[src/rtl/scc_bank_pkg.sv]
// Behaviour
// - Acknowledging party holds the data line low during the ninth clock high.
// - After an unacknowledged read byte, the target releases the data line.
// - A read without a pointer write starts at the first register.
// - Event source register holds latched events in the fixed bit order.
// - Reading the event source register returns it, then clears it.
// - Thermal comparator trips set the three thermal event bits.
// - Mask register: one bit per source, 1 masks, resets to zero.
// - Read-only live status register; bits 4 and 0 read zero.
// - Overcurrent warning status is 1 while current is at alarm level.
// - Converter enable bit 0 of 0x03, resets off, upper bits reserved.
// - Bit 0 of 0x04 selects skip mode (0) or fixed rate (1).
// - Spread field bits 5:4 of 0x05 select dithering, reset value 11.
// - Reserved bits always read back zero.
// - Target answers at seven-bit address 1101000 for reads and writes.
// - Reaching alarm current sets both the warning event and status bit.
// - Warning status clears only below the lower release level.
// - Soft-start timeout sets the fault event and returns to standby.
package converter_bank_pkg;

  // ==========================================================
  // Bus address and register map
  localparam logic [6:0] TARGET_ADDR = 7'h68;
  localparam int         REG_COUNT   = 23;
  localparam logic [7:0] ADDR_INT_SOURCE = 8'h00;
  localparam logic [7:0] ADDR_INT_MASK   = 8'h01;
  localparam logic [7:0] ADDR_LIVE       = 8'h02;
  localparam logic [7:0] ADDR_CONV_EN    = 8'h03;
  localparam logic [7:0] ADDR_CFG_A      = 8'h04;
  localparam logic [7:0] ADDR_CFG_B      = 8'h05;
  localparam logic [7:0] ADDR_VIN_LIM    = 8'h06;
  localparam logic [7:0] ADDR_OC_PRI     = 8'h07;
  localparam logic [7:0] ADDR_OC_SEC     = 8'h08;
  localparam logic [7:0] ADDR_OUT_OV     = 8'h09;
  localparam logic [7:0] ADDR_SOFTSTART  = 8'h0A;
  localparam logic [7:0] ADDR_PIN_CFG_A  = 8'h0B;
  localparam logic [7:0] ADDR_PIN_CFG_B  = 8'h0C;
  localparam logic [7:0] ADDR_PORT_CFG   = 8'h14;
  localparam logic [7:0] ADDR_REVISION   = 8'h15;
  localparam logic [7:0] ADDR_PART_ID    = 8'h16;

  // ==========================================================
  // Field positions
  localparam int BIT_CONV_ON     = 0;
  localparam int BIT_FIXED_RATE  = 0;
  localparam int SPREAD_LSB      = 4;
  localparam int RATE_LSB        = 0;

  // ==========================================================
  // Timing
  localparam longint CLOCK_HZ      = 100_000_000;
  localparam longint SS_TIMEOUT_MS = 120;
  localparam int SOFTSTART_CYCLES_DEF = int'(SS_TIMEOUT_MS * CLOCK_HZ / 64'd1000);

  // ==========================================================
  // Types
  typedef struct packed {
    logic input_overvoltage;
    logic output_overvoltage;
    logic current_at_alarm;      // At or above alarm fraction
    logic current_above_release; // At or above release fraction
    logic overcurrent_trip;
    logic thermal_one;
    logic thermal_two;
    logic thermal_cutoff;
    logic output_near_half;
  } condition_s;
  localparam int COND_W = $bits(condition_s);

  typedef struct packed {
    logic       converter_on;
    logic       constant_rate_select;
    logic [1:0] spread_select;
    logic [2:0] switching_rate_select;
  } converter_ctrl_s;

  typedef enum logic [2:0] {
    ST_IDLE = 3'b000,
    ST_ADDR = 3'b001,
    ST_ACK  = 3'b011,
    ST_RX   = 3'b010,
    ST_TX   = 3'b110,
    ST_TACK = 3'b111,
    ST_WAIT = 3'b101
  } link_state_e;

  // ==========================================================
  // Writable bits and reset values per register
  function automatic logic [7:0] reg_mask(input logic [7:0] a);
    case (a)
      ADDR_INT_MASK:  reg_mask = 8'hFF;
      ADDR_CONV_EN:   reg_mask = 8'h01;
      ADDR_CFG_A:     reg_mask = 8'h11;
      ADDR_CFG_B:     reg_mask = 8'h37;
      ADDR_VIN_LIM:   reg_mask = 8'h33;
      ADDR_OC_PRI:    reg_mask = 8'h9F;
      ADDR_OC_SEC:    reg_mask = 8'h0F;
      ADDR_OUT_OV:    reg_mask = 8'h1F;
      ADDR_SOFTSTART: reg_mask = 8'h37;
      ADDR_PIN_CFG_A: reg_mask = 8'h87;
      ADDR_PIN_CFG_B: reg_mask = 8'hB7;
      ADDR_PORT_CFG:  reg_mask = 8'h11;
      default:        reg_mask = 8'h00;
    endcase
  endfunction : reg_mask

  function automatic logic [7:0] reg_reset(input logic [7:0] a);
    case (a)
      ADDR_CFG_A:     reg_reset = 8'h10;
      ADDR_CFG_B:     reg_reset = 8'h31;
      ADDR_OC_PRI:    reg_reset = 8'h97;
      ADDR_OC_SEC:    reg_reset = 8'h0D;
      ADDR_OUT_OV:    reg_reset = 8'h12;
      ADDR_SOFTSTART: reg_reset = 8'h31;
      ADDR_PIN_CFG_A: reg_reset = 8'h82;
      ADDR_PIN_CFG_B: reg_reset = 8'h26;
      default:        reg_reset = 8'h00;
    endcase
  endfunction : reg_reset

endpackage : converter_bank_pkg

[src/rtl/level_synchroniser.sv]
`timescale 1ns/1ps
`default_nettype none
module level_synchroniser #(
  parameter int               WIDTH       = 2,
  parameter logic [WIDTH-1:0] RESET_VALUE = '0
) (
  // Clock and reset
  input  wire logic             clock,
  input  wire logic             rst,
  // Levels
  input  wire logic [WIDTH-1:0] async_in,
  output logic      [WIDTH-1:0] sync_out
);

  logic [WIDTH-1:0] stage_one;

  // ==========================================================
  // Two flops; first stage feeds only the second
  always_ff @(posedge clock) begin
    if (rst) begin
      stage_one <= RESET_VALUE;
      sync_out  <= RESET_VALUE;
    end else begin
      stage_one <= async_in;
      sync_out  <= stage_one;
    end
  end

endmodule : level_synchroniser
`default_nettype wire

[src/rtl/scc_register_bank.sv]
`timescale 1ns/1ps
`default_nettype none
module converter_serial_register_bank
  import converter_bank_pkg::*;
#(
  parameter int         SOFTSTART_CYCLES = SOFTSTART_CYCLES_DEF,
  parameter logic [7:0] REVISION         = 8'h11, // Arbitrary value
  parameter logic [7:0] PART_ID          = 8'h5A  // Arbitrary value
) (
  // Clock and reset
  input  wire logic       clock,
  input  wire logic       rst,
  // Serial bus pins
  input  wire logic       scl,
  input  wire logic       sda_in,
  output logic            sda_out,
  output logic            sda_oe_n,
  // Comparator levels
  input  wire condition_s conditions,
  // Converter controls
  output converter_ctrl_s ctrl,
  output logic            interrupt_out_n
);

  localparam int SS_W = $clog2(SOFTSTART_CYCLES + 1);

  // ==========================================================
  // Synchronised inputs
  logic [COND_W+1:0] sync_bus;
  logic              scl_s;
  logic              sda_s;
  condition_s        cond_s;
  logic              scl_q;
  logic              sda_q;
  condition_s        cond_q;

  // Pins idle high, so their stages reset high; no false edge after reset
  level_synchroniser #(
    .WIDTH       (COND_W + 2),
    .RESET_VALUE ({2'b11, {COND_W{1'b0}}})
  ) u_sync (
    .clock    (clock),
    .rst      (rst),
    .async_in ({scl, sda_in, conditions}),
    .sync_out (sync_bus)
  );

  assign {scl_s, sda_s, cond_s} = sync_bus;

  // Previous samples for edge detection
  always_ff @(posedge clock) begin
    if (rst) begin
      scl_q  <= 1'b1;
      sda_q  <= 1'b1;
      cond_q <= '0;
    end else begin
      scl_q  <= scl_s;
      sda_q  <= sda_s;
      cond_q <= cond_s;
    end
  end

  logic scl_rise;
  logic scl_fall;
  logic start_seen;
  logic stop_seen;

  // Bus events; data edges count only while clock is high
  assign scl_rise   = scl_s & ~scl_q;
  assign scl_fall   = ~scl_s & scl_q;
  assign start_seen = scl_s & scl_q & sda_q & ~sda_s;
  assign stop_seen  = scl_s & scl_q & ~sda_q & sda_s;

  // ==========================================================
  // Register storage
  logic [7:0] bank [0:REG_COUNT-1];
  logic [7:0] src;
  logic [7:0] live;
  logic       oc_warn_flag;
  logic [7:0] ptr;
  logic [7:0] rd_value;
  logic       in_map;
  logic [4:0] idx;
  logic       wr_pulse;
  logic [7:0] wr_data;
  logic       src_clear;
  logic       ss_fault;

  assign in_map = (ptr < 8'(REG_COUNT));
  assign idx    = ptr[4:0];

  // Live levels; unused positions tied low
  assign live = {cond_s.input_overvoltage,
                 cond_s.output_overvoltage,
                 oc_warn_flag,
                 1'b0,
                 cond_s.thermal_one,
                 cond_s.thermal_two,
                 cond_s.thermal_cutoff,
                 1'b0};

  // Read mux; unmapped addresses read zero
  always_comb begin
    rd_value = 8'h00;
    if (ptr == ADDR_INT_SOURCE) begin
      rd_value = src;
    end else if (ptr == ADDR_LIVE) begin
      rd_value = live;
    end else if (ptr == ADDR_REVISION) begin
      rd_value = REVISION;
    end else if (ptr == ADDR_PART_ID) begin
      rd_value = PART_ID;
    end else if (in_map) begin
      rd_value = bank[idx] & reg_mask(ptr);
    end
  end

  // ==========================================================
  // Serial target state machine
  link_state_e state;
  logic [7:0]  shift;
  logic [3:0]  bit_cnt;
  logic        is_read;
  logic        ptr_set;
  logic        expect_ptr;

  always_ff @(posedge clock) begin
    if (rst) begin
      state      <= ST_IDLE;
      shift      <= 8'h00;
      bit_cnt    <= 4'h0;
      is_read    <= 1'b0;
      ptr_set    <= 1'b0;
      expect_ptr <= 1'b0;
      ptr        <= 8'h00;
      sda_oe_n   <= 1'b1;
      wr_pulse   <= 1'b0;
      wr_data    <= 8'h00;
      src_clear  <= 1'b0;
    end else begin
      wr_pulse  <= 1'b0;
      src_clear <= 1'b0;
      if (stop_seen) begin
        // Pointer forgets itself between transactions
        state    <= ST_IDLE;
        ptr_set  <= 1'b0;
        sda_oe_n <= 1'b1;
      end else if (start_seen) begin
        state    <= ST_ADDR;
        bit_cnt  <= 4'h0;
        sda_oe_n <= 1'b1;
      end else begin
        unique case (state)
          ST_IDLE, ST_WAIT: begin
            sda_oe_n <= 1'b1;
          end
          ST_ADDR, ST_RX: begin
            if (scl_rise && bit_cnt != 4'h8) begin
              shift   <= {shift[6:0], sda_s};
              bit_cnt <= bit_cnt + 4'h1;
            end else if (scl_fall && bit_cnt == 4'h8) begin
              bit_cnt <= 4'h0;
              if (state == ST_ADDR) begin
                if (shift[7:1] == TARGET_ADDR) begin
                  is_read    <= shift[0];
                  expect_ptr <= ~shift[0];
                  if (shift[0] && !ptr_set) begin
                    ptr <= ADDR_INT_SOURCE;
                  end
                  state    <= ST_ACK;
                  sda_oe_n <= 1'b0;
                end else begin
                  state <= ST_WAIT;
                end
              end else begin
                if (expect_ptr) begin
                  ptr        <= shift;
                  ptr_set    <= 1'b1;
                  expect_ptr <= 1'b0;
                end else begin
                  wr_pulse <= 1'b1;
                  wr_data  <= shift;
                end
                state    <= ST_ACK;
                sda_oe_n <= 1'b0;
              end
            end
          end
          ST_ACK: begin
            // Low drive holds through the whole clock-high phase
            if (scl_fall) begin
              bit_cnt <= 4'h0;
              if (is_read) begin
                shift     <= rd_value;
                sda_oe_n  <= rd_value[7];
                src_clear <= (ptr == ADDR_INT_SOURCE);
                ptr       <= ptr + 8'h01;
                state     <= ST_TX;
              end else begin
                sda_oe_n <= 1'b1;
                state    <= ST_RX;
              end
            end else if (wr_pulse) begin
              ptr <= ptr + 8'h01;
            end
          end
          ST_TX: begin
            if (scl_fall) begin
              if (bit_cnt == 4'h7) begin
                sda_oe_n <= 1'b1;  // Free the line for host answer
                state    <= ST_TACK;
              end else begin
                shift    <= {shift[6:0], 1'b0};
                sda_oe_n <= shift[6];
                bit_cnt  <= bit_cnt + 4'h1;
              end
            end
          end
          ST_TACK: begin
            if (scl_rise) begin
              if (sda_s) begin
                state    <= ST_WAIT;
                sda_oe_n <= 1'b1;
              end else begin
                state <= ST_ACK;      // Next byte loads on the fall
              end
            end
          end
          default: begin
            state    <= ST_IDLE;
            sda_oe_n <= 1'b1;
          end
        endcase
      end
    end
  end

  // Open-drain pin only ever pulls low
  always_ff @(posedge clock) begin
    if (rst) begin
      sda_out <= 1'b0;
    end else begin
      sda_out <= 1'b0;
    end
  end

  // ==========================================================
  // Writable registers
  always_ff @(posedge clock) begin
    if (rst) begin
      for (int i = 0; i < REG_COUNT; i++) begin
        bank[i] <= reg_reset(8'(i));
      end
    end else begin
      if (ss_fault) begin
        bank[ADDR_CONV_EN[4:0]][BIT_CONV_ON] <= 1'b0;
      end
      // A host write in the same cycle takes precedence
      if (wr_pulse && in_map) begin
        bank[idx] <= wr_data & reg_mask(ptr);
      end
    end
  end

  // ==========================================================
  // Overcurrent warning with hysteresis
  always_ff @(posedge clock) begin
    if (rst) begin
      oc_warn_flag <= 1'b0;
    end else if (cond_s.current_at_alarm) begin
      oc_warn_flag <= 1'b1;
    end else if (!cond_s.current_above_release) begin
      oc_warn_flag <= 1'b0;
    end
  end

  // ==========================================================
  // Latched event sources
  logic [7:0] events;

  assign events = {
    cond_s.input_overvoltage  & ~cond_q.input_overvoltage,
    cond_s.output_overvoltage & ~cond_q.output_overvoltage,
    cond_s.current_at_alarm   & ~cond_q.current_at_alarm,
    cond_s.overcurrent_trip   & ~cond_q.overcurrent_trip,
    cond_s.thermal_one        & ~cond_q.thermal_one,
    cond_s.thermal_two        & ~cond_q.thermal_two,
    cond_s.thermal_cutoff     & ~cond_q.thermal_cutoff,
    ss_fault};

  // New events win over a clear in the same cycle
  always_ff @(posedge clock) begin
    if (rst) begin
      src <= 8'h00;
    end else begin
      src <= (src & ~{8{src_clear}}) | events;
    end
  end

  // ==========================================================
  // Soft-start supervision
  logic            ss_active;
  logic [SS_W-1:0] ss_count;
  logic            en_q;
  logic            conv_on_bit;

  assign conv_on_bit = bank[ADDR_CONV_EN[4:0]][BIT_CONV_ON];

  // Timer restarts on each enable; output near half stops it
  always_ff @(posedge clock) begin
    if (rst) begin
      ss_active <= 1'b0;
      ss_count  <= '0;
      ss_fault  <= 1'b0;
      en_q      <= 1'b0;
    end else begin
      en_q     <= conv_on_bit;
      ss_fault <= 1'b0;
      if (!conv_on_bit) begin
        ss_active <= 1'b0;
      end else if (!en_q) begin
        ss_active <= 1'b1;
        ss_count  <= '0;
      end else if (ss_active) begin
        if (cond_s.output_near_half) begin
          ss_active <= 1'b0;
        end else if (ss_count == SS_W'(SOFTSTART_CYCLES - 1)) begin
          ss_active <= 1'b0;
          ss_fault  <= 1'b1;
        end else begin
          ss_count <= ss_count + SS_W'(1);
        end
      end
    end
  end

  // ==========================================================
  // Registered outputs
  always_ff @(posedge clock) begin
    if (rst) begin
      ctrl            <= '0;
      interrupt_out_n <= 1'b1;
    end else begin
      ctrl.converter_on <= conv_on_bit;
      ctrl.constant_rate_select <=
        bank[ADDR_CFG_A[4:0]][BIT_FIXED_RATE];
      ctrl.spread_select <=
        bank[ADDR_CFG_B[4:0]][SPREAD_LSB +: 2];
      ctrl.switching_rate_select <=
        bank[ADDR_CFG_B[4:0]][RATE_LSB +: 3];
      interrupt_out_n <=
        ~|(src & ~bank[ADDR_INT_MASK[4:0]]);
    end
  end

endmodule : converter_serial_register_bank
`default_nettype wire

[config.mk]
export PLATFORM = sky130hd
export DESIGN_NAME = converter_serial_register_bank
export DESIGN_NICKNAME = d
export VERILOG_FILES = /design/src/rtl/scc_bank_pkg.sv /design/src/rtl/level_synchroniser.sv /design/src/rtl/scc_register_bank.sv
export SDC_FILE = /design/constraint.sdc
export NUM_CORES = 1
export LEC_CHECK = 0
export ABC_CLOCK_PERIOD_IN_PS = 4500
export BUFFER_PORTS_ARGS = -buffer_cell sky130_fd_sc_hd__buf_4
export CAP_MARGIN = 0
export CORE_MARGIN = 3
export CORE_UTILIZATION = 30
export CTS_CLUSTER_SIZE = 16
export DETAILED_ROUTE_END_ITERATION = 8
export PLACE_DENSITY_LB_ADDON = 0.12
export SLEW_MARGIN = 20
export SYNTH_ARGS = -nofsm -noshare
export SYNTH_HDL_FRONTEND = slang
export SYNTH_SLANG_ARGS = --single-unit
[constraint.sdc]
create_clock -name clock -period 4.5 [get_ports clock]
set_clock_uncertainty 0.2 [all_clocks]
set_input_delay 0.9 -clock clock [delete_from_list [all_inputs] [get_ports clock]]
set_output_delay 0.9 -clock clock [all_outputs]
set_load 0.01 [all_outputs]
; Word level (Yosys, flattened, before mapping)
; Memories as Yosys holds them, arrays and structs flattened. A register that Yosys moved wholly into a read port is not among the register bits.
; Index checks and enable logic that the tools add are counted.
[totals]
romBits = 512
mem_bits_rw = 184
ff_bits = 105
output_inout_bits = 10
in_bits = 13
memories = 3
elab_cells = 268
[memory_table]
columns = name, depth, word_bits, rd, rd_clocked_by_memory_dff, write_ports, line_no
row1 = (name not given), 32, 8, 1, 1, 0, scc_bank_pkg.sv:90  ; case (a)
row2 = (name not given), 32, 8, 1, 1, 0, scc_bank_pkg.sv:90
row3 = bank, 23, 8, 5, 3, 23, scc_register_bank.sv:76  ; logic [7:0] bank [0:REG_COUNT-1];
[op_classes]
reduce_logical = 33
n_mux = 100
magnitude_cmp = 1
n_bitwise = 54
n_eq_ne = 44
addsub = 3
[ops]
columns = operator, n
row1 = 8-bit two-way mux, 37
row2 = 24-bit two-way mux, 4
row3 = 3-bit inequality test (second input constant), 12
row4 = 5-bit two-way mux, 7
row5 = 7-bit AND reduction, 5
row6 = 8-bit AND, 4
row7 = 1-bit two-way mux, 31
row8 = 3-bit two-way mux, 10
row9 = 1-bit NOT, 28
row10 = 2-bit inequality test (second input constant), 13
row11 = 24-bit by 1-bit adder with 24-bit output (second input constant), 1
row12 = 24-bit equality test (second input constant), 1
row13 = 4-bit two-way mux, 6
row14 = 8-bit one-hot mux with 3 select lines, 1
row15 = 1-bit AND, 18
row16 = 6-bit AND reduction, 3
row17 = 8-bit by 5-bit equality test with 1-bit output (second input constant), 2
row18 = 8-bit NOT, 2
row19 = 8-bit one-hot mux with 2 select lines, 1
row20 = 8-bit OR reduction, 2
row21 = 3-bit one-hot mux with 5 select lines, 1
row22 = 4-bit one-hot mux with 3 select lines, 1
row23 = 10-bit AND reduction, 1
row24 = 3-bit equality test (second input constant), 3
row25 = other kinds (29), 41

; Logic depth before layout (Yosys ltp)
; Gate-level depths: netlist (run 1).
[logic_depth]
depth_word = 16
mapped_depth = 13
ltp_nobuf = 12

; Modules after synthesis
; A second synthesis (run 1) with hierarchy kept.
[hier_totals]
hier_cells = 1304
hier_area_um2 = 16513.3
[modules_own_cells]
columns = mod, cells_per_inst, area_each_um2, instances
row1 = converter_serial_register_bank, 1258, 15917.8, 1
row2 = level_synchroniser, 46, 595.6, 1

; Worst setup path after synthesis (run 1)
; OpenSTA, ideal clock, no wires.
[synth_path]
path_kind = register -> register
startpoint = register bit_cnt[0]
endpoint = register with a tool-made name
arrival_ns = 2.669
slack_ns = 1.552
path_stages_with_launch = 12
setup_ns = 0.079
period_less_slack_ns = 2.948
cell_sequence = dfxtp_1 -> inv_1 -> ha_1 -> nand3b_1 -> or2_2 -> a221o_1 -> nor2_1 -> mux2i_1 -> ha_1 -> inv_1 -> maj3_1 -> o211ai_1
[synth_lines]
columns = element, line_no
row1 = "start, declared", scc_register_bank.sv:122  ; logic [3:0] bit_cnt;
row2 = "start signal, assigned", scc_register_bank.sv:160  ; bit_cnt <= bit_cnt + 4'h1;
row3 = "start signal, assigned", scc_register_bank.sv:215  ; bit_cnt <= bit_cnt + 4'h1;

==> results of run 1 <==
-- area by class of cell --
| type | count | area (um2) |
|---|---|---|
| flip-flops and latches | 380 | 10200 |
| fillers | 5430 | 35000 |
| multi-input cells | 936 | 6150 |
| well taps | 696 | 871 |
| repair buffers | 57 | 428 |
| inverters | 49 | 185 |
| clock buffers | 61 | 1280 |
| clock inverters | 17 | 179 |
-- where the power goes --
part	total, uW	internal [uW]	switching [uW]
logic	197	72.1	125
clock network	3600	2150	1440
registers	3860	3810	46.8
total	7650	6040	1610
-- worst min path at each step --
stage,startpoint,endpoint,slack [ns],cells past startpoint
floorplan,u_sync.stage_one[10]$_SDFF_PP1_,u_sync.sync_out[10]$_SDFF_PP1_,0.19,1
global placement,u_sync.stage_one[9]$_SDFF_PP1_,u_sync.sync_out[9]$_SDFF_PP1_,0.20,1
detailed placement,u_sync.stage_one[9]$_SDFF_PP1_,u_sync.sync_out[9]$_SDFF_PP1_,0.21,1
CTS,u_sync.stage_one[10]$_SDFF_PP1_,u_sync.sync_out[10]$_SDFF_PP1_,0.23,1
global route,u_sync.stage_one[10]$_SDFF_PP1_,u_sync.sync_out[10]$_SDFF_PP1_,0.24,1
finish,u_sync.stage_one[10]$_SDFF_PP1_,u_sync.sync_out[10]$_SDFF_PP1_,0.22,1
-- worst register-to-register path: stages (launching register included) --
cell and delay, ns:
dfxtp_1 0.61, and4bb_4 0.31, or3_1 0.30, a221o_1 0.40, nor2_1 0.31, mux2i_1 0.50
ha_1 0.31, inv_1 0.10, maj3_1 0.35, o211ai_1 0.18
-- cells by family (layout without fill, tap and decap cells) --
family          Yosys count  in the layout
buf+inv                 126            184
flops                   380            380
mux                     109            109
other cells               1             73
fa+ha+maj                12             12
compound gates          165            165
xor+xnor                 24             24
simple gates            553            553
-- flip-flops by register name, indices dropped and copies added, names as in the netlist, 8 cells and up, named ones only --
| signal | flops |
|---|---|
| u_sync.stage_one | 11 |
| ptr | 8 |
| shift | 8 |
| src | 8 |
| wr_data | 8 |
| u_sync.sync_out | 11 |
| ss_count | 24 |
| bank | 256 |
-- cells in the final DEF (no fill, tap or decap), types with 12 or more instances in the layout --
master     instances
a21oi_1           40
a22oi_1           20
and3_1            16
buf_4             57
clkbuf_16         45
conb_1            73
dfxtp_1          121
edfxtp_1         256
inv_1             43
mux2i_1           44
mux4_2            61
nand2_1          124
nand3_1           40
nor2_1           246
nor2b_1           46
nor3_1            19
o211ai_1          12
o21ai_0           27
xnor2_1           14
-- stage by stage --
stage / cell area (um2) / setup slack [ns] / total power, uW / utilization (%) / hold WS, ns
after global routing: 19300 / 0.604 / 7920 / 35.5 / 0.244
after global placement: 17800 / 0.972 / 4130 / 32.8 / 0.204
final: 19300 / 0.853 / 7650 / 35.5 / 0.218
after floorplan: 16800 / 1.55 / 4040 / - / 0.189
after CTS: 19300 / 0.907 / 7770 / 35.5 / 0.232
after detailed placement: 17800 / 0.920 / 4130 / 32.8 / 0.207
-- routing by layer --
layer	routed length [um]	GRT usage (%)	vias to the layer above
li1	-	-	5100
met1	21200	22.4	5431
met2	20900	25.4	238
met3	2270	2.61	69
met4	1220	5.11	0
met5	0	0	-
==> impl_metrics.yaml, run 1 <==
logic_synthesis:
  synth_compound_area_share_pct: 6.80
  synth_cell_types: 74
  ys_ff_latch: 380
  synth.most_common_cell: "edfxtp_1"
  synth_top_family_by_area: "simple AND/OR/NAND/NOR gates"
  synth-xor-area-share_pct: 1.27
  synth-adder-area-share_pct: 0.892
  synthCells: 1370
  synth_top_area_share_pct: 46.4
  ys.flop_type: "edfxtp_1"
  syn-cell-area_um2: 16600
  synth-edff-count: 256
  muxShareOfSynthArea_pct: 11.3
  synth_area_leaders: "edfxtp_1, dfxtp_1, mux4_2, nor2_1, nand2_1"
  yosys.area.top_type: "edfxtp_1"
  ys_top_cells_by_count: "edfxtp_1, nor2_1, dfxtp_1, nand2_1, mux4_2"
  synth-simple-area-share_pct: 15.2
  yosysWarnings: 0
  ys_async_sr_fraction_pct: 0
  postSynthAreaPerCell_um2: 12.1
  yosysSeqAreaShare_pct: 61.4
global_routing:
  grt_pass1_wl_mm: 69.2
  grt_pass1_vias: 11000
  overflow: 0
  grt_max_degree: 61
  antenna_found_initial: 0
  grt_usage_pct: 16.0
power:
  p_per_area_nw_per_um2: 397
  vdd_drop_max_mv: 0.247
  p_leak_uw: 0.00663
clock_network:
  ctsHoldBuffers: 0
  root_buffer: "clkbuf_16"
  clock_latency_ns: 0.57
  post_cts_buffers: 0
  clock-sinks: 380
  cts_max_level: 2
  cts_tree: "yes"
  path_clk_slew_ns: 0.06
  cts_resized: 0
  cts_buffers: 44
  clockBufferDepth: 3
setup_path:
  crit_required_ns: 4.77
  path_depth: 9
  reg2reg_from: "state[2]$_SDFFE_PP0P_"
  reg2reg_slack_ns: 0.85
  crit_family: "simple AND/OR/NAND/NOR gates"
  critPathMaxFanout: 14
  critPathMaxStageDelay_ns: 0.61
  arrival_ns: 3.92
  path_buf_inv: 1
  critPathKind: "flop to flop"
  crit_slowest_cell: "dfxtp_1"
  startpoint: "state[2]$_SDFFE_PP0P_"
  end_kind: "flop"
  worst_r2r_path_depth: 9
  crit_path_cell_trace: "and4bb_4, or3_1, a221o_1, nor2_1, mux2i_1, ha_1, inv_1, maj3_1, o211ai_1"
  startpoint_type: "flop"
run:
  cap_violations: 0
timing:
  max_slew.worst_pin.slew_ns: 1.00
  setup_viol: 0
  fin_crit_ns: 3.65
  finalHoldViolations: 0
  clock.fmax_mhz: 274
  maxSlewHeadroom_pct: 32.7
  rsz0062_at_grt: "no"
  final-max-slew-violation-count: 0
  min_period_over_period_pct: 81.0
  finalSetupTns_ns: 0
floorplanning:
  fp.dieH_um: 241
  core_area_um2: 54200
  pin_count: 23
  die-area_um2: 58100
  die_width_um: 241
  rows: 85
  start_util_pct: 30.5
drt:
  via_per_inst: 4.94
  dr.pass1.iters: 5
  drc_errors: 0
  drtIter0Drc: 829
  drt-wirelength-per-cell_um: 20.7
  via_count: 10800
  postRouteAntennaNets: 0
  drt_wl_total_mm: 45.6
final_layout:
  layout.nets: 1492
  drive_gt1_share_pct: 14.2
  final_cells: 2196
  antenna_cells: 0
  syn_to_final_growth_pct: 16.4
place:
  port_buffers: 21
  place.gp.congestion: 0.808
  dp_cells: 2118
  dp_hpwl_mm: 31.2
run_status:
  outcome: "completed"
min_path:
  hp-class: "flop to flop"
No activity file was read; power rests on OpenSTA's default activity.
==> run 2: changes to the inputs <==
- ABC_CLOCK_PERIOD_IN_PS: 4500 -> 3050
- clock period: 4.5 -> 3.05 ns (I/O delays scaled with it)
==> run 2 against run 1 <==
  * Die area unchanged
  * Utilization up 1.6 points
  * Critical path depth down 2
  * Sequential power up 47%
  * Total power up 48%
  * Setup slack worse by 0.70 ns
  * Sequential share of layout area down 2.3 points
  * Non-clock buffer count up 100
  * Maximum frequency up 26%
  * Register-to-register slack worse by 0.70 ns
  * First-iteration DRC count up 3.5%
  * Sequential cell count unchanged
  * Critical path type unchanged
  * Largest cell class unchanged
==> impl_metrics.yaml, run 2 (synthesis gave the netlist of run 1 again) <==
final_layout:
  final_cells: 2297
  drive_gt1_share_pct: 19.1
  layout.nets: 1593
  largest_reg_flops: 256
  antenna_cells: 0
  reg.largest.list: "bank (256), ss_count (24)"
  syn_to_final_growth_pct: 21.7
  final_cell_mix: "edfxtp_1, nor2_1, buf_4"
  final_common_cell: "edfxtp_1"
  largest_register: "bank"
clock_network:
  clockBufferDepth: 3
  cts_tree: "yes"
  path_clk_slew_ns: 0.06
  clock_latency_ns: 0.59
  root_buffer: "clkbuf_16"
  clock-sinks: 380
  post_cts_buffers: 0
  cts_max_level: 2
  cts_buffers: 45
run_status:
  outcome: "completed"
timing:
  final-max-slew-violation-count: 0
  maxSlewHeadroom_pct: 52.0
  clock.fmax_mhz: 345
  min_period_over_period_pct: 95.0
  max_slew.worst_pin.slew_ns: 0.719
  fin_crit_ns: 2.90
  timing.final.ws_setup_ns: 0.154
  finalHoldViolations: 0
  setup_viol: 0
setup_path:
  end_kind: "flop"
  crit_required_ns: 3.29
  startpoint_type: "flop"
  critPathMaxFanout: 15
  critPathMaxStageDelay_ns: 0.59
  critPathKind: "flop to flop"
  crit_slowest_cell: "mux4_2"
  reg2reg_slack_ns: 0.15
  arrival_ns: 3.14
  crit_path_cell_trace: "buf_12, buf_4, mux4_2, a2111oi_1, a311oi_1, o2111ai_1, a21oi_1"
place:
  dp_hpwl_mm: 32.9
  port_buffers: 21
  dp_slack_ns: 0.0577
  place.gp.congestion: 0.816
  dp_cells: 2216
drt:
  via_count: 11200
  dr.pass1.iters: 5
  drc_errors: 0
  postRouteAntennaNets: 0
  via_per_inst: 4.89
  drt-wirelength-per-cell_um: 20.5
  drt_wl_total_mm: 47.0
  drtIter0Drc: 858
global_routing:
  grt_max_degree: 83
  grt_usage_pct: 16.6
  antenna_found_initial: 0
  overflow: 0
  grt_pass1_wl_mm: 72.3
  grt_pass1_vias: 11500
floorplanning:
  die_width_um: 241
  start_util_pct: 30.5
  fp.dieH_um: 241
  core_area_um2: 54200
  rows: 85
  die-area_um2: 58100
  pin_count: 23
min_path:
  hp-class: "input port to flop"
power:
  vdd_drop_max_mv: 0.394
  p_per_area_nw_per_um2: 562
  p_leak_uw: 0.00713
run:
  cap_violations: 0
## run 2: changes by cell type in the layout (fill, tap and decap cells not counted), moves of 2 or more
cell / previous run / this run
buf_12: 0 / 10
buf_4: 57 / 144
clkbuf_1: 6 / 12
clkbuf_16: 45 / 47
clkbuf_8: 9 / 3
clkinv_1: 7 / 11
clkinv_2: 6 / 3
dlygate4sd3_1: 0 / 2
## run 2: layout make-up
cell class                      count  area, um2
Clock inverter                     17        183
Fill cell                        5367      34100
Sequential cell                   380      10200
Inverter                           49        186
Multi-Input combinational cell    936       6160
Clock buffer                       62       1260
Tap cell                          696        871
Timing Repair Buffer              157       1310
## run 2: power breakdown
group | switching, uW | total, uW | internal [uW]
sequential | 55.0 | 5680 | 5620
combinational | 209 | 354 | 144
clock | 2150 | 5300 | 3140
total | 2420 | 11300 | 8910
## run 2: worst max-delay path: cells and delay by family (launching register included)
kind	cells	cell delay (ns)
compound gates	4	1.05
buf+inv	2	0.34
flops	1	0.57
mux	1	0.59
## run 2: per-stage QoR
step | hold slack, ns | area, um2 | util (%) | power (uW) | TNS [ns]
after global routing | 0.0304 | 20200 | 37.2 | 11700 | -0.00101
after global placement | 0.199 | 18700 | 34.4 | 6140 | 0
final | 0.0369 | 20200 | 37.2 | 11300 | 0
after floorplan | 0.189 | 16800 | - | 5970 | 0
after detailed placement | 0.206 | 18700 | 34.4 | 6140 | 0
after CTS | 0.000630 | 20100 | 37.1 | 11500 | 0
## run 2: timing repair
| item | in CTS | in global routing |
|---|---|---|
| hold endpoints to repair | 2 | 0 |
| setup endpoints to repair | 0 | 8 |
| resized for setup | 0 | 7 |
| hold buffers | 2 | 0 |
## run 2: final timing paths
kind,from,endpoint,cells after the start
worst min register to register,u_sync.stage_one[9]$_SDFF_PP1_,u_sync.sync_out[9]$_SDFF_PP1_,1
worst min-delay path,conditions[1],u_sync.stage_one[1]$_SDFF_PP0_,2
worst max-delay path,flop,shift[4]$_SDFFE_PP0P_,7
worst max register to register,flop,shift[4]$_SDFFE_PP0P_,7
## run 2: per-layer routing
metal / routed length [um] / up-vias / global-route usage, %
li1: - / 5302 / -
met1: 21600 / 5618 / 22.9
met2: 22200 / 248 / 27.1
met3: 2030 / 69 / 2.47
met4: 1140 / 0 / 5.20
met5: 0 / - / 0
==> run 3: changes to the inputs <==
- MAX_ROUTING_LAYER: unset -> met4
==> run 3 against run 2 <==
  * Cell count unchanged
  * Register-to-register slack lost 0.06 ns
  * Total power barely moved
  * Setup slack got worse by 0.063 ns
  * Sequential share of layout area unchanged
  * Critical endpoint is now shift[0]$_SDFFE_PP0P_
  * Largest power group unchanged
==> impl_metrics.yaml, run 3 (synthesis gave the netlist of run 1 again) <==
min_path:
  holdPathStages: 2
  holdPathEnd: "u_sync.stage_one[1]$_SDFF_PP0_"
  hp-class: "input port to flop"
  hold_start: "conditions[1]"
clock_network:
  path_clk_slew_ns: 0.06
  root_buffer: "clkbuf_16"
  cts_buffers: 45
  clock-sinks: 380
  cts_max_level: 2
  clock_latency_ns: 0.59
  cts_tree: "yes"
  clockBufferDepth: 3
run:
  cap_violations: 0
floorplanning:
  start_util_pct: 30.5
  fp.dieH_um: 241
  die_width_um: 241
  core_area_um2: 54200
  pin_count: 23
  die-area_um2: 58100
  rows: 85
setup_path:
  critPathMaxFanout: 15
  path_buf_inv: 1
  end_kind: "flop"
  startpoint_type: "flop"
  crit_required_ns: 3.31
  critPathKind: "flop to flop"
  reg2reg_slack_ns: 0.09
  r2r-end: "shift[0]$_SDFFE_PP0P_"
  worst_r2r_path_depth: 6
  crit_path_cell_trace: "buf_12, mux4_2, mux4_2, mux2i_1, nor4_1, o221a_2"
  crit_top_cell: "mux4_2"
  crit_family: "multiplexers"
  critPathMaxStageDelay_ns: 0.58
  crit_slowest_cell: "dfxtp_4"
  arrival_ns: 3.22
drt:
  drt-wirelength-per-cell_um: 20.5
  drtIter0Drc: 886
  drc_errors: 0
  via_per_inst: 4.90
  dr.pass1.iters: 5
  via_count: 11200
  drt_wl_total_mm: 47.1
  postRouteAntennaNets: 0
power:
  p_per_area_nw_per_um2: 562
  power_uw: 11300
  p_leak_uw: 0.00713
  vdd_drop_max_mv: 0.396
final_layout:
  layout.nets: 1593
  reg.largest.list: "bank (256), ss_count (24)"
  antenna_cells: 0
  syn_to_final_growth_pct: 21.7
  final_cell_mix: "edfxtp_1, nor2_1, buf_4"
  final.fill_count: 5367
  largest_reg_flops: 256
  drive_gt1_share_pct: 19.1
  final_common_cell: "edfxtp_1"
  largest_register: "bank"
  finalCoreUtilization_pct: 37.2
timing:
  maxSlewHeadroom_pct: 50.9
  min_period_over_period_pct: 97.0
  fin_crit_ns: 2.96
  finalHoldViolations: 0
  max_slew.worst_pin.slew_ns: 0.735
  clock.fmax_mhz: 338
  setup_viol: 0
  final-max-slew-violation-count: 0
global_routing:
  grt_pass1_vias: 11500
  antenna_found_initial: 0
  overflow: 0
  grt_pass1_wl_mm: 72.2
  grt_max_degree: 83
  grt_usage_pct: 17.1
place:
  port_buffers: 21
  dp_hpwl_mm: 32.9
  place.gp.congestion: 0.828
run_status:
  outcome: "completed"
==> run 3: cell counts in the layout (fill, tap and decap cells not counted) <==
No cell type changed its count.
==> run 3: how the worst max path moves through the flow <==
stage,to,slack (ns),cells past startpoint
floorplan,flop,0.10,11
global placement,flop,0.08,11
detailed placement,flop,0.06,11
CTS,flop,0.04,11
global route,flop,-0.001,13
finish,shift[0]$_SDFFE_PP0P_,0.09,6
==> run 3: per-stage QoR <==
stage               TNS [ns]  instances  cell area, um2  setup slack (ns)  hold WS, ns
floorplan                  0       1442           16800             0.102        0.189
global placement           0       2216           18700            0.0757        0.199
detailed placement         0       2216           18700            0.0577        0.206
CTS                        0       2297           20100            0.0427     0.000630
global route        -0.00101       2297           20200          -0.00101       0.0304
finish                     0       2297           20200            0.0906       0.0334
==> run 3: area by class of cell <==
| cell class | count | area [um2] | share of cell area (%) |
|---|---|---|---|
| multi-input combinational | 936 | 6160 | 30.6 |
| timing repair buffer | 157 | 1310 | 6.51 |
| tap | 696 | 871 | 4.32 |
| clock buffer | 62 | 1260 | 6.26 |
| clock inverter | 17 | 183 | 0.906 |
| sequential | 380 | 10200 | 50.5 |
| inverter | 49 | 186 | 0.925 |
==> run 3: per-layer routing <==
layer,up-vias,track usage (%),part of all wire (%)
met2,239,27.1,47
met3,68,2.47,4.5
met1,5644,22.9,46
li1,5296,-,-
met5,-,-,0
met4,0,5.20,2.3
==> run 3: power by group <==
part / leakage (uW) / switching [uW] / internal, uW
clock network: 0.000702 / 2160 / 3140
logic: 0.00285 / 209 / 144
registers: 0.00357 / 54.9 / 5620
==> run 3: worst register-to-register path: stages, from the launching register on <==
cell and delay (ns):
dfxtp_4 0.58, buf_12 0.22, mux4_2 0.56, mux4_2 0.52, mux2i_1 0.36, nor4_1 0.16, o221a_2 0.26
==> run 3: timing repair <==
| item | in CTS | in global routing |
|---|---|---|
| endpoints found under the setup margin | 0 | 8 |
| setup buffers | 0 | 0 |
| resized for setup | 0 | 7 |
| endpoints found under the hold margin | 2 | 0 |
| hold buffers | 2 | 0 |
